<file path="src/sfc_pkg.sv">
/*
 pkg for serial frame check: framing codes, crc constants, gap timing.
 assumes a 10 MHz system clock.
*/
package sfc_pkg;
	localparam logic [7:0] COLON_CODE = 8'h3a;
	localparam logic [7:0] CR_CODE = 8'h0d;
	localparam logic [7:0] LF_CODE = 8'h0a;
	localparam logic [15:0] CRC_PRESET = 16'hffff;
	localparam logic [15:0] CRC_POLY = 16'ha001;
	localparam logic [3:0] CRC_STEPS = 4'h8;
	localparam logic [7:0] FC_WRITE_MULTI = 8'h10;
	localparam logic [7:0] MAX_WRITE_WORDS = 8'h0a;
	// word count low byte position; shortest binary frame is address, function, two check bytes
	localparam logic [7:0] COUNT_LOW_IDX = 8'h05;
	localparam logic [7:0] MIN_BIN_BYTES = 8'h04;
	localparam int CLK_HZ = 10000000;
	localparam int GAP_MS = 10;
	// least time: more than 10 ms, so one cycle beyond the figure
	localparam int GAP_CYCLES = (CLK_HZ / 1000) * GAP_MS + 1;
	localparam int GAP_W = 20;
	localparam int FRAME_MAX = 64;
	typedef enum logic [1:0] {SFC_IDLE, SFC_BODY, SFC_HIGH, SFC_LF} sfc_state_t;
endpackage

</file>
<file path="src/sfc_crc_if.sv">
/*
 interface between frame checker and crc engine.
 assumes one clock domain.
*/
`timescale 1ns/1ps
interface sfc_crc_if;
	logic clear;
	logic byte_valid;
	logic [7:0] data;
	logic busy;
	logic [15:0] crc;
	modport ctrl (output clear, output byte_valid, output data, input busy, input crc);
	modport eng (input clear, input byte_valid, input data, output busy, output crc);
endinterface

</file>
<file path="src/sfc_crc_engine.sv">
/*
 bit-serial crc engine, one shift per clock, eight per byte.
 assumes the controller offers a byte only while busy is low.
*/
`timescale 1ns/1ps
module sfc_crc_engine (
	input wire logic i_clk_sys,
	input wire logic i_rst,
	sfc_crc_if.eng bus
);
	logic [15:0] crc_reg;
	logic [15:0] crc_next;
	logic [3:0] step_reg;
	logic [15:0] shifted;

	assign shifted = {1'b0, crc_reg[15:1]} ^ (crc_reg[0] ? sfc_pkg::CRC_POLY : 16'h0000);
	assign bus.busy = (step_reg != 4'h0);
	assign bus.crc = crc_reg;

	always_comb
	begin
		crc_next = crc_reg;
		if (bus.clear)
			crc_next = sfc_pkg::CRC_PRESET;
		else if (bus.byte_valid && !bus.busy)
			crc_next = {crc_reg[15:8], crc_reg[7:0] ^ bus.data};
		else if (bus.busy)
			crc_next = shifted;
	end

	always_ff @(posedge i_clk_sys or posedge i_rst)
	begin
		if (i_rst)
		begin
			crc_reg <= sfc_pkg::CRC_PRESET;
			step_reg <= 4'h0;
		end
		else
		begin
			crc_reg <= crc_next;
			if (bus.clear)
				step_reg <= 4'h0;
			else if (bus.byte_valid && !bus.busy)
				step_reg <= sfc_pkg::CRC_STEPS;
			else if (bus.busy)
				step_reg <= step_reg - 4'h1;
		end
	end

	eight_steps_a: assert property (@(posedge i_clk_sys) disable iff (i_rst)
		(bus.byte_valid && !bus.busy && !bus.clear) |=> bus.busy [*8] ##1 !bus.busy)
		else $error("crc engine did not take eight shifts");
	preset_a: assert property (@(posedge i_clk_sys) disable iff (i_rst)
		bus.clear |=> (crc_reg == sfc_pkg::CRC_PRESET))
		else $error("crc not preset after clear");
	shift_poly_a: assert property (@(posedge i_clk_sys) disable iff (i_rst)
		(bus.busy && !bus.clear) |=> crc_reg == ({1'b0, $past(crc_reg[15:1])}
		^ ($past(crc_reg[0]) ? sfc_pkg::CRC_POLY : 16'h0000)))
		else $error("crc shift step wrong");
endmodule

</file>
<file path="src/sfc_frame_check.sv">
/*
 receive frame checker for ascii (lrc) and binary (crc) framing.
 assumes bytes arrive one at a time from a uart, synchronous to i_clk_sys.
*/
`timescale 1ns/1ps
module sfc_frame_check #(
	// silent-gap length in clocks; only a bench shortens it to keep runs brief
	parameter int GAP_CYCLES = sfc_pkg::GAP_CYCLES
) (
	input wire logic i_clk_sys,
	input wire logic i_rst,
	input wire logic i_ascii_mode,
	input wire logic i_rx_valid,
	input wire logic [7:0] i_rx_data,
	output logic o_rx_done,
	output logic o_frame_ok,
	output logic o_check_err,
	output logic [7:0] o_station,
	output logic [7:0] o_function,
	output logic o_too_many_words
);
	// ==========================================
	// helpers
	function automatic logic [3:0] hex_val(input logic [7:0] c);
		if (c >= 8'h30 && c <= 8'h39)
			return 4'(c - 8'h30);
		else if (c >= 8'h41 && c <= 8'h46)
			return 4'(c - 8'h37);
		else
			return 4'(c - 8'h57);
	endfunction

	function automatic logic is_hex(input logic [7:0] c);
		return (c >= 8'h30 && c <= 8'h39) || (c >= 8'h41 && c <= 8'h46)
			|| (c >= 8'h61 && c <= 8'h66);
	endfunction

	// ==========================================
	// state
	sfc_crc_if crc_bus ();
	sfc_pkg::sfc_state_t state_reg;
	logic [7:0] sum_reg;
	logic [3:0] nib_reg;
	logic [7:0] cnt_reg;
	logic [7:0] b_prev_reg;
	logic [7:0] b_prev2_reg;
	logic [15:0] crc_hist0_reg;
	logic [15:0] crc_hist1_reg;
	logic [sfc_pkg::GAP_W-1:0] gap_reg;
	logic pend_reg;
	logic [7:0] pend_byte_reg;
	logic bad_reg;
	logic done_reg;
	logic ok_reg;
	logic err_reg;
	logic [7:0] station_reg;
	logic [7:0] func_reg;
	logic many_reg;

	sfc_crc_engine u_crc (
		.i_clk_sys(i_clk_sys),
		.i_rst(i_rst),
		.bus(crc_bus)
	);

	// ==========================================
	// decode
	wire gap_hit = (gap_reg == sfc_pkg::GAP_W'(GAP_CYCLES));
	wire bin_byte = !i_ascii_mode && i_rx_valid;
	wire bin_start = bin_byte && gap_hit;
	wire is_colon = i_rx_data == sfc_pkg::COLON_CODE;
	wire asc_hex = i_ascii_mode && i_rx_valid && is_hex(i_rx_data);
	wire [7:0] asc_byte = {nib_reg, hex_val(i_rx_data)};
	wire asc_pair = asc_hex && state_reg == sfc_pkg::SFC_HIGH;
	// decoded byte whose lrc is zero only when covered bytes plus check sum to zero
	wire [7:0] sum_with = sum_reg + asc_byte;
	// binary end: crc over all but the last two bytes, checked low byte first
	wire [15:0] rx_crc = {b_prev_reg, b_prev2_reg};
	wire bin_end = !i_ascii_mode && state_reg == sfc_pkg::SFC_BODY && gap_hit
		&& !crc_bus.busy && !pend_reg;
	wire bin_good = cnt_reg >= sfc_pkg::MIN_BIN_BYTES && crc_hist1_reg == rx_crc && !bad_reg;
	wire asc_end = i_ascii_mode && i_rx_valid && state_reg == sfc_pkg::SFC_LF;
	wire asc_good = i_rx_data == sfc_pkg::LF_CODE && sum_reg == 8'h00 && !bad_reg;
	// write-multiple word count low half is byte index 5 of the frame
	wire [7:0] cur_byte = i_ascii_mode ? asc_byte : i_rx_data;
	wire cur_take = i_ascii_mode ? asc_pair : (bin_byte && state_reg == sfc_pkg::SFC_BODY);
	wire many_now = cur_take && cnt_reg == sfc_pkg::COUNT_LOW_IDX
		&& func_reg == sfc_pkg::FC_WRITE_MULTI
		&& cur_byte > sfc_pkg::MAX_WRITE_WORDS;

	assign crc_bus.clear = bin_start;
	assign crc_bus.byte_valid = pend_reg && !crc_bus.busy;
	assign crc_bus.data = pend_byte_reg;

	// ==========================================
	// sequencing
	always_ff @(posedge i_clk_sys or posedge i_rst)
	begin
		if (i_rst)
		begin
			state_reg <= sfc_pkg::SFC_IDLE;
			gap_reg <= '0;
			sum_reg <= 8'h00;
			nib_reg <= 4'h0;
			cnt_reg <= 8'h00;
			b_prev_reg <= 8'h00;
			b_prev2_reg <= 8'h00;
			crc_hist0_reg <= sfc_pkg::CRC_PRESET;
			crc_hist1_reg <= sfc_pkg::CRC_PRESET;
			pend_reg <= 1'b0;
			pend_byte_reg <= 8'h00;
			bad_reg <= 1'b0;
			done_reg <= 1'b0;
			ok_reg <= 1'b0;
			err_reg <= 1'b0;
			station_reg <= 8'h00;
			func_reg <= 8'h00;
			many_reg <= 1'b0;
		end
		else
		begin
			done_reg <= i_rx_valid;
			ok_reg <= 1'b0;
			err_reg <= 1'b0;
			if (i_rx_valid)
				gap_reg <= '0;
			else if (!gap_hit)
				gap_reg <= gap_reg + 1'b1;
			if (crc_bus.byte_valid)
				pend_reg <= 1'b0;
			if (many_now)
				bad_reg <= 1'b1;
			if (cur_take)
			begin
				cnt_reg <= cnt_reg + 8'h01;
				if (cnt_reg == 8'h00)
					station_reg <= cur_byte;
				if (cnt_reg == 8'h01)
					func_reg <= cur_byte;
			end
			if (bin_start)
			begin
				state_reg <= sfc_pkg::SFC_BODY;
				cnt_reg <= 8'h01;
				station_reg <= i_rx_data;
				bad_reg <= 1'b0;
				many_reg <= 1'b0;
				b_prev_reg <= i_rx_data;
				pend_reg <= 1'b1;
				pend_byte_reg <= i_rx_data;
			end
			else if (bin_byte && state_reg == sfc_pkg::SFC_BODY)
			begin
				b_prev2_reg <= b_prev_reg;
				b_prev_reg <= i_rx_data;
				// crc lags two bytes so the trailing check field is excluded
				crc_hist1_reg <= crc_hist0_reg;
				crc_hist0_reg <= crc_bus.crc;
				if (pend_reg || crc_bus.busy)
					bad_reg <= 1'b1;
				pend_reg <= 1'b1;
				pend_byte_reg <= i_rx_data;
			end
			else if (bin_end)
			begin
				state_reg <= sfc_pkg::SFC_IDLE;
				ok_reg <= bin_good;
				err_reg <= !bin_good;
				many_reg <= bad_reg;
			end
			if (i_ascii_mode && i_rx_valid)
			begin
				if (is_colon)
				begin
					state_reg <= sfc_pkg::SFC_BODY;
					sum_reg <= 8'h00;
					cnt_reg <= 8'h00;
					bad_reg <= 1'b0;
					many_reg <= 1'b0;
				end
				else if (asc_end)
				begin
					state_reg <= sfc_pkg::SFC_IDLE;
					ok_reg <= asc_good;
					err_reg <= !asc_good;
					many_reg <= bad_reg;
				end
				else if (state_reg == sfc_pkg::SFC_BODY && asc_hex)
				begin
					nib_reg <= hex_val(i_rx_data);
					state_reg <= sfc_pkg::SFC_HIGH;
				end
				else if (asc_pair)
				begin
					sum_reg <= sum_with;
					state_reg <= sfc_pkg::SFC_BODY;
				end
				else if (state_reg == sfc_pkg::SFC_BODY && i_rx_data == sfc_pkg::CR_CODE)
					state_reg <= sfc_pkg::SFC_LF;
				else if (state_reg != sfc_pkg::SFC_IDLE)
					bad_reg <= 1'b1;
			end
		end
	end

	assign o_rx_done = done_reg;
	assign o_frame_ok = ok_reg;
	assign o_check_err = err_reg;
	assign o_station = station_reg;
	assign o_function = func_reg;
	assign o_too_many_words = many_reg;

	// ==========================================
	// checks
	mode_select_a: assert property (@(posedge i_clk_sys) disable iff (i_rst)
		(i_ascii_mode && i_rx_valid && state_reg == sfc_pkg::SFC_LF && !is_colon)
		|=> (o_frame_ok != o_check_err) && !crc_bus.busy)
		else $error("ascii end did not report a verdict");
	done_pulse_a: assert property (@(posedge i_clk_sys) disable iff (i_rst)
		i_rx_valid |=> o_rx_done)
		else $error("no done after byte");
	verdict_excl_a: assert property (@(posedge i_clk_sys) disable iff (i_rst)
		!(o_frame_ok && o_check_err))
		else $error("frame both good and bad");
	lrc_zero_a: assert property (@(posedge i_clk_sys) disable iff (i_rst)
		o_frame_ok && $past(i_ascii_mode) |-> $past(sum_reg) == 8'h00)
		else $error("ascii frame accepted with nonzero sum");
	gap_start_a: assert property (@(posedge i_clk_sys) disable iff (i_rst)
		crc_bus.clear |-> !$past(i_rx_valid) && gap_reg == sfc_pkg::GAP_W'(GAP_CYCLES))
		else $error("binary frame began without silent gap");
	crc_order_a: assert property (@(posedge i_clk_sys) disable iff (i_rst)
		(o_frame_ok && !$past(i_ascii_mode)) |-> $past(crc_hist1_reg)
		== {$past(b_prev_reg), $past(b_prev2_reg)})
		else $error("crc accepted in wrong byte order");
endmodule

</file>
<file path="config.mk">
export PLATFORM = sky130hd
export DESIGN_NAME = sfc_frame_check
export DESIGN_NICKNAME = d
export VERILOG_FILES = /design/src/sfc_pkg.sv /design/src/sfc_crc_if.sv /design/src/sfc_crc_engine.sv /design/src/sfc_frame_check.sv
export SDC_FILE = /design/constraint.sdc
export NUM_CORES = 1
export LEC_CHECK = 0
export BUFFER_PORTS_ARGS = -buffer_cell sky130_fd_sc_hd__buf_2
export CORE_MARGIN = 5
export CORE_UTILIZATION = 46
export CTS_BUF_LIST = sky130_fd_sc_hd__clkbuf_2
export CTS_CLUSTER_SIZE = 30
export DETAILED_ROUTE_END_ITERATION = 7
export SYNTH_ARGS = -nofsm -noshare
export SYNTH_HDL_FRONTEND = slang
export SYNTH_SLANG_ARGS = --single-unit
</file>
<file path="constraint.sdc">
create_clock -name i_clk_sys -period 11.1 [get_ports i_clk_sys]
set_clock_uncertainty 0.2 [all_clocks]
set_input_delay 2.22 -clock i_clk_sys [delete_from_list [all_inputs] [get_ports i_clk_sys]]
set_output_delay 2.22 -clock i_clk_sys [all_outputs]
set_load 0.01 [all_outputs]
</file>
==> flow_summary_export.csv <==
group,metric,value,unit
logic_synthesis,cell_accounting_for_the_most_synthesized_area,"sky130_fd_sc_hd__dfrtp_1",
logic_synthesis,synthesis.area,0.00694,mm^2
critical_path,crit_path_start_kind,"input port",
critical_path,end_kind,"flip-flop",
power_and_ir_drop,static_leakage,3.21,nW
critical_path,critical_path.reg2reg.startpoint,"cnt_reg[5]$_DFF_PP0_",
route,routed_wirelength,14900,um
critical_path,crit_path_max_incr_delay,430,ps
route,drt_pass_1_iters,4,
power_and_ir_drop,p_total,1.69,mW
floorplan,floorplan.die.height,133,um
logic_synthesis,async_flop_share,100,%
critical_path,crit_path_top_delay_cell,"sky130_fd_sc_hd__fa_1",
sta,max_freq,0.210,GHz
logic_synthesis,synth_top_family_by_area,"simple AND/OR/NAND/NOR gates",
final_layout,final.fill_count,1374,
logic_synthesis,synth_simple_gate_area_share,16.9,%
critical_path,cp_top_family,"compound AO/OA/AOI/OAI gates",
global_routing,first_global_vias,4914,
clock_network,post_cts_buffers,0,
sta,fin_setup_tns,0,ps
worst_hold_path,worst_hold_path_type,"reg -> reg",
floorplan,floorplan.die_area,0.0176,mm^2
sta,timing_max_transition_violations_final,0,
route,detail_routed_net_length_per_standard_cell,17.2,um
route,drt-initial-drc-count,255,
sta,min_period,4760,ps
final_layout,num-nets-final,692,
clock_network,post_cts_resize_count,0,
floorplan,io_pins,32,
critical_path,timing.reg2reg.worst_path_depth,5,
floorplan,initial_utilization,46.3,%
sta,timing.slew.headroom,28.8,%
sta,hold_violations,0,
logic_synthesis,synth_edf_count,0,
logic_synthesis,syn_avg_cell_area,10.9,um^2
global_routing,grt_first_pass_wirelength,25300,um
power_and_ir_drop,worst_ir_drop_vdd,0.000102,V
clock_network,insertion_delay,700,ps
clock_network,clock_tree_root_driver_cell,"sky130_fd_sc_hd__clkbuf_2",
sta,layout_setup_ws,6340,ps
floorplan,dieWidth,133,um
critical_path,cp_num_buf_inv,2,
logic_synthesis,synth_fp_nets,665,
sta,finalHoldWorstSlack,323,ps
critical_path,cp_data_required_time,11530,ps
global_routing,total_grt_usage,17.9,%
floorplan,core_rows,45,
logic_synthesis,synth.area.mux_share,10.9,%
clock_network,cts_tree,"yes",
global_routing,largest_net_degree_at_the_start_of_global_routing,71,
clock_network,worst_setup_hold_path_clk_slew,240,ps
status,run_status,"finished, final reports clean",
critical_path,timing.critical_path.from,"i_rx_data[0]",
critical_path,crit_path_cell_trace,"buf_2 > inv_1 > ha_1 > o21bai_1 > a21oi_4 > xnor2_1 > ha_1 > fa_1 > a21o_1 > a21oi_1 > o21bai_1 > a21oi_1 > xnor2_1 > a22o_1",
worst_hold_path,hold_path_startpoint,"o_station[3]$_DFFE_PP0P_",
route,detail-route-antenna-nets,0,
critical_path,crit_arrival,5200,ps
worst_hold_path,hold-path-cell-count,1,
logic_synthesis,ys_seq_elements,132,
clock_network,number_of_buffers_inserted_for_hold_repair_after_clock_tree_synthesis,0,
route,num_vias,4901,
placement,dp_hpwl,10600,um
logic_synthesis,post_synth_fa_ha_maj_area_fraction,3.35,%
sta,rsz0062_at_grt,"false",
clock_network,clock_tree.buffer_depth,2,
final_layout,largest_register_ffs,20,
placement,gp_routability_congestion,0.929,
sta,min_period_over_period,42.9,%
critical_path,timing_worst_setup_path_type,"in -> reg",
logic_synthesis,yosys_warnings,0,
final_layout,layoutNonFillerInstCount,864,
route,vias_per_cell,5.67,
clock_network,cts.sinks,132,
clock_network,cts-htree-levels,4,
critical_path,cp_num_cells,14,
power_and_ir_drop,pwr_density_cell,226,mW/mm^2
critical_path,worst-path-max-fanout,12,
placement,post-place-cells,831,
logic_synthesis,synth_sequential_area_ratio,48.4,%
global_routing,grt_antenna_before_repair,1,
floorplan,core,0.0150,mm^2
sta,worst_pin_slew,1070,ps
logic_synthesis,synth_area_leaders,"sky130_fd_sc_hd__dfrtp_1 (30%), sky130_fd_sc_hd__dfstp_2 (18%), sky130_fd_sc_hd__mux2_2 (7.9%), sky130_fd_sc_hd__xor2_1 (3.4%), sky130_fd_sc_hd__ha_1 (3.1%)",
placement,port-buffer-count,31,
global_routing,grt-ovfl-total,0,
logic_synthesis,postSynth.topFlopCell,"sky130_fd_sc_hd__dfrtp_1",
placement,dp_worst_setup_slack,5660,ps
final_layout,areaGrowthSynthToFinish,7.50,%
logic_synthesis,post-synth-top-area-fraction,30.3,%
run,maxCapViolations,0,
sta,setup-violations-final,0,
logic_synthesis,synth.lib_cells_used.distinct,73,
logic_synthesis,netlist_instances,635,
clock_network,cts-buffers-inserted,17,
route,drt_drc_violations_left,0,
logic_synthesis,synth-compound-area-share,10.9,%
final_layout,final_layout_size_suffix_gt1_share,29.0,%
logic_synthesis,synth_xor_area_share,6.06,%
[stage by stage]
stage                     area [um^2]  utilization [%]
after floorplan                  6940                -
after global placement           7200             48.0
after detailed placement         7200             48.0
after CTS                        7460             49.8
after global routing             7460             49.8
final                            7460             49.8
[where the power goes]
group          internal (mW)  switching, mW
clock                  0.130          0.191
combinational          0.253          0.236
sequential             0.717          0.159
total                   1.10          0.586
[Yosys cell counts (all sizes together), types with 15 or more instances]
| cell type | count |
|---|---|
| ha | 17 |
| nand3 | 20 |
| a21oi | 32 |
| inv | 20 |
| mux2 | 58 |
| dfrtp | 84 |
| dfstp | 48 |
| buf | 16 |
| nor2 | 42 |
| nand2 | 54 |
| xnor2 | 21 |
| o21ai | 38 |
| xor2 | 27 |
| nand4 | 15 |
[final cells by class]
class / instances / area [um^2] / share of cell area [%]
Sequential cell: 132 / 3360 / 45.1
Multi-Input combinational cell: 457 / 3340 / 44.8
Timing Repair Buffer: 34 / 178 / 2.38
Clock buffer: 18 / 90.1 / 1.21
Inverter: 20 / 77.6 / 1.04
Tap cell: 188 / 235 / 3.15
Antenna cell: 1 / 2.50 / 0.0335
Clock inverter: 14 / 174 / 2.33
[routing by layer]
layer  share of wire [%]  vias to the layer above  global-route usage [%]  wire length, um
met3                 3.7                       23                    4.49              545
met1                  47                     2447                    24.1             6980
met5                   0                        -                       0                0
met2                  48                       95                    28.3             7090
met4                 1.9                        0                    5.77              279
li1                    -                     2336                       -                -
[path summary, 6_finish.rpt]
| kind | end | slack (ps) |
|---|---|---|
| worst max-delay path | sum_reg[6]$_DFFE_PP0P_ | 6340 |
| worst min-delay path | o_station[3]$_DFFE_PP0P_ | 320 |
| worst max register to register | o_station[2]$_DFFE_PP0P_ | 8210 |
| worst min register to register | o_station[3]$_DFFE_PP0P_ | 320 |
| max in group asynchronous | cnt_reg[0]$_DFF_PP0_ | 7870 |
| min in group asynchronous | b_prev2_reg[7]$_DFFE_PP0P_ | 1440 |
[layout by cell type (no fill, tap or decap), types with 5 or more instances in the layout]
| master | Yosys | routed |
|---|---|---|
| sky130_fd_sc_hd__a21oi_1 | 30 | 30 |
| sky130_fd_sc_hd__a22o_1 | 8 | 8 |
| sky130_fd_sc_hd__and2_1 | 5 | 5 |
| sky130_fd_sc_hd__and3_1 | 12 | 12 |
| sky130_fd_sc_hd__buf_2 | 3 | 31 |
| sky130_fd_sc_hd__clkbuf_2 | 1 | 18 |
| sky130_fd_sc_hd__dfrtp_1 | 84 | 84 |
| sky130_fd_sc_hd__dfstp_2 | 48 | 48 |
| sky130_fd_sc_hd__ha_1 | 17 | 17 |
| sky130_fd_sc_hd__inv_1 | 20 | 19 |
| sky130_fd_sc_hd__mux2_1 | 6 | 6 |
| sky130_fd_sc_hd__mux2_2 | 49 | 49 |
| sky130_fd_sc_hd__mux2i_1 | 9 | 9 |
| sky130_fd_sc_hd__nand2_1 | 54 | 54 |
| sky130_fd_sc_hd__nand3_1 | 19 | 19 |
| sky130_fd_sc_hd__nand3b_1 | 6 | 6 |
| sky130_fd_sc_hd__nand4_1 | 14 | 14 |
| sky130_fd_sc_hd__nor2_1 | 40 | 40 |
| sky130_fd_sc_hd__nor3_1 | 8 | 8 |
| sky130_fd_sc_hd__nor4_1 | 7 | 7 |
| sky130_fd_sc_hd__o21ai_0 | 38 | 38 |
| sky130_fd_sc_hd__or2_2 | 6 | 6 |
| sky130_fd_sc_hd__or3_1 | 10 | 10 |
| sky130_fd_sc_hd__xnor2_1 | 21 | 21 |
| sky130_fd_sc_hd__xor2_1 | 27 | 27 |
[cell families after synthesis]
kind of cell,Yosys count
adders and majority gates,18
DFF,132
buffers and inverters,46
xor gates and xnor gates,48
and+or+nand+nor,210
AOI/OAI and AO/OA,114
muxes,67
(Power assumes the default switching activity.)
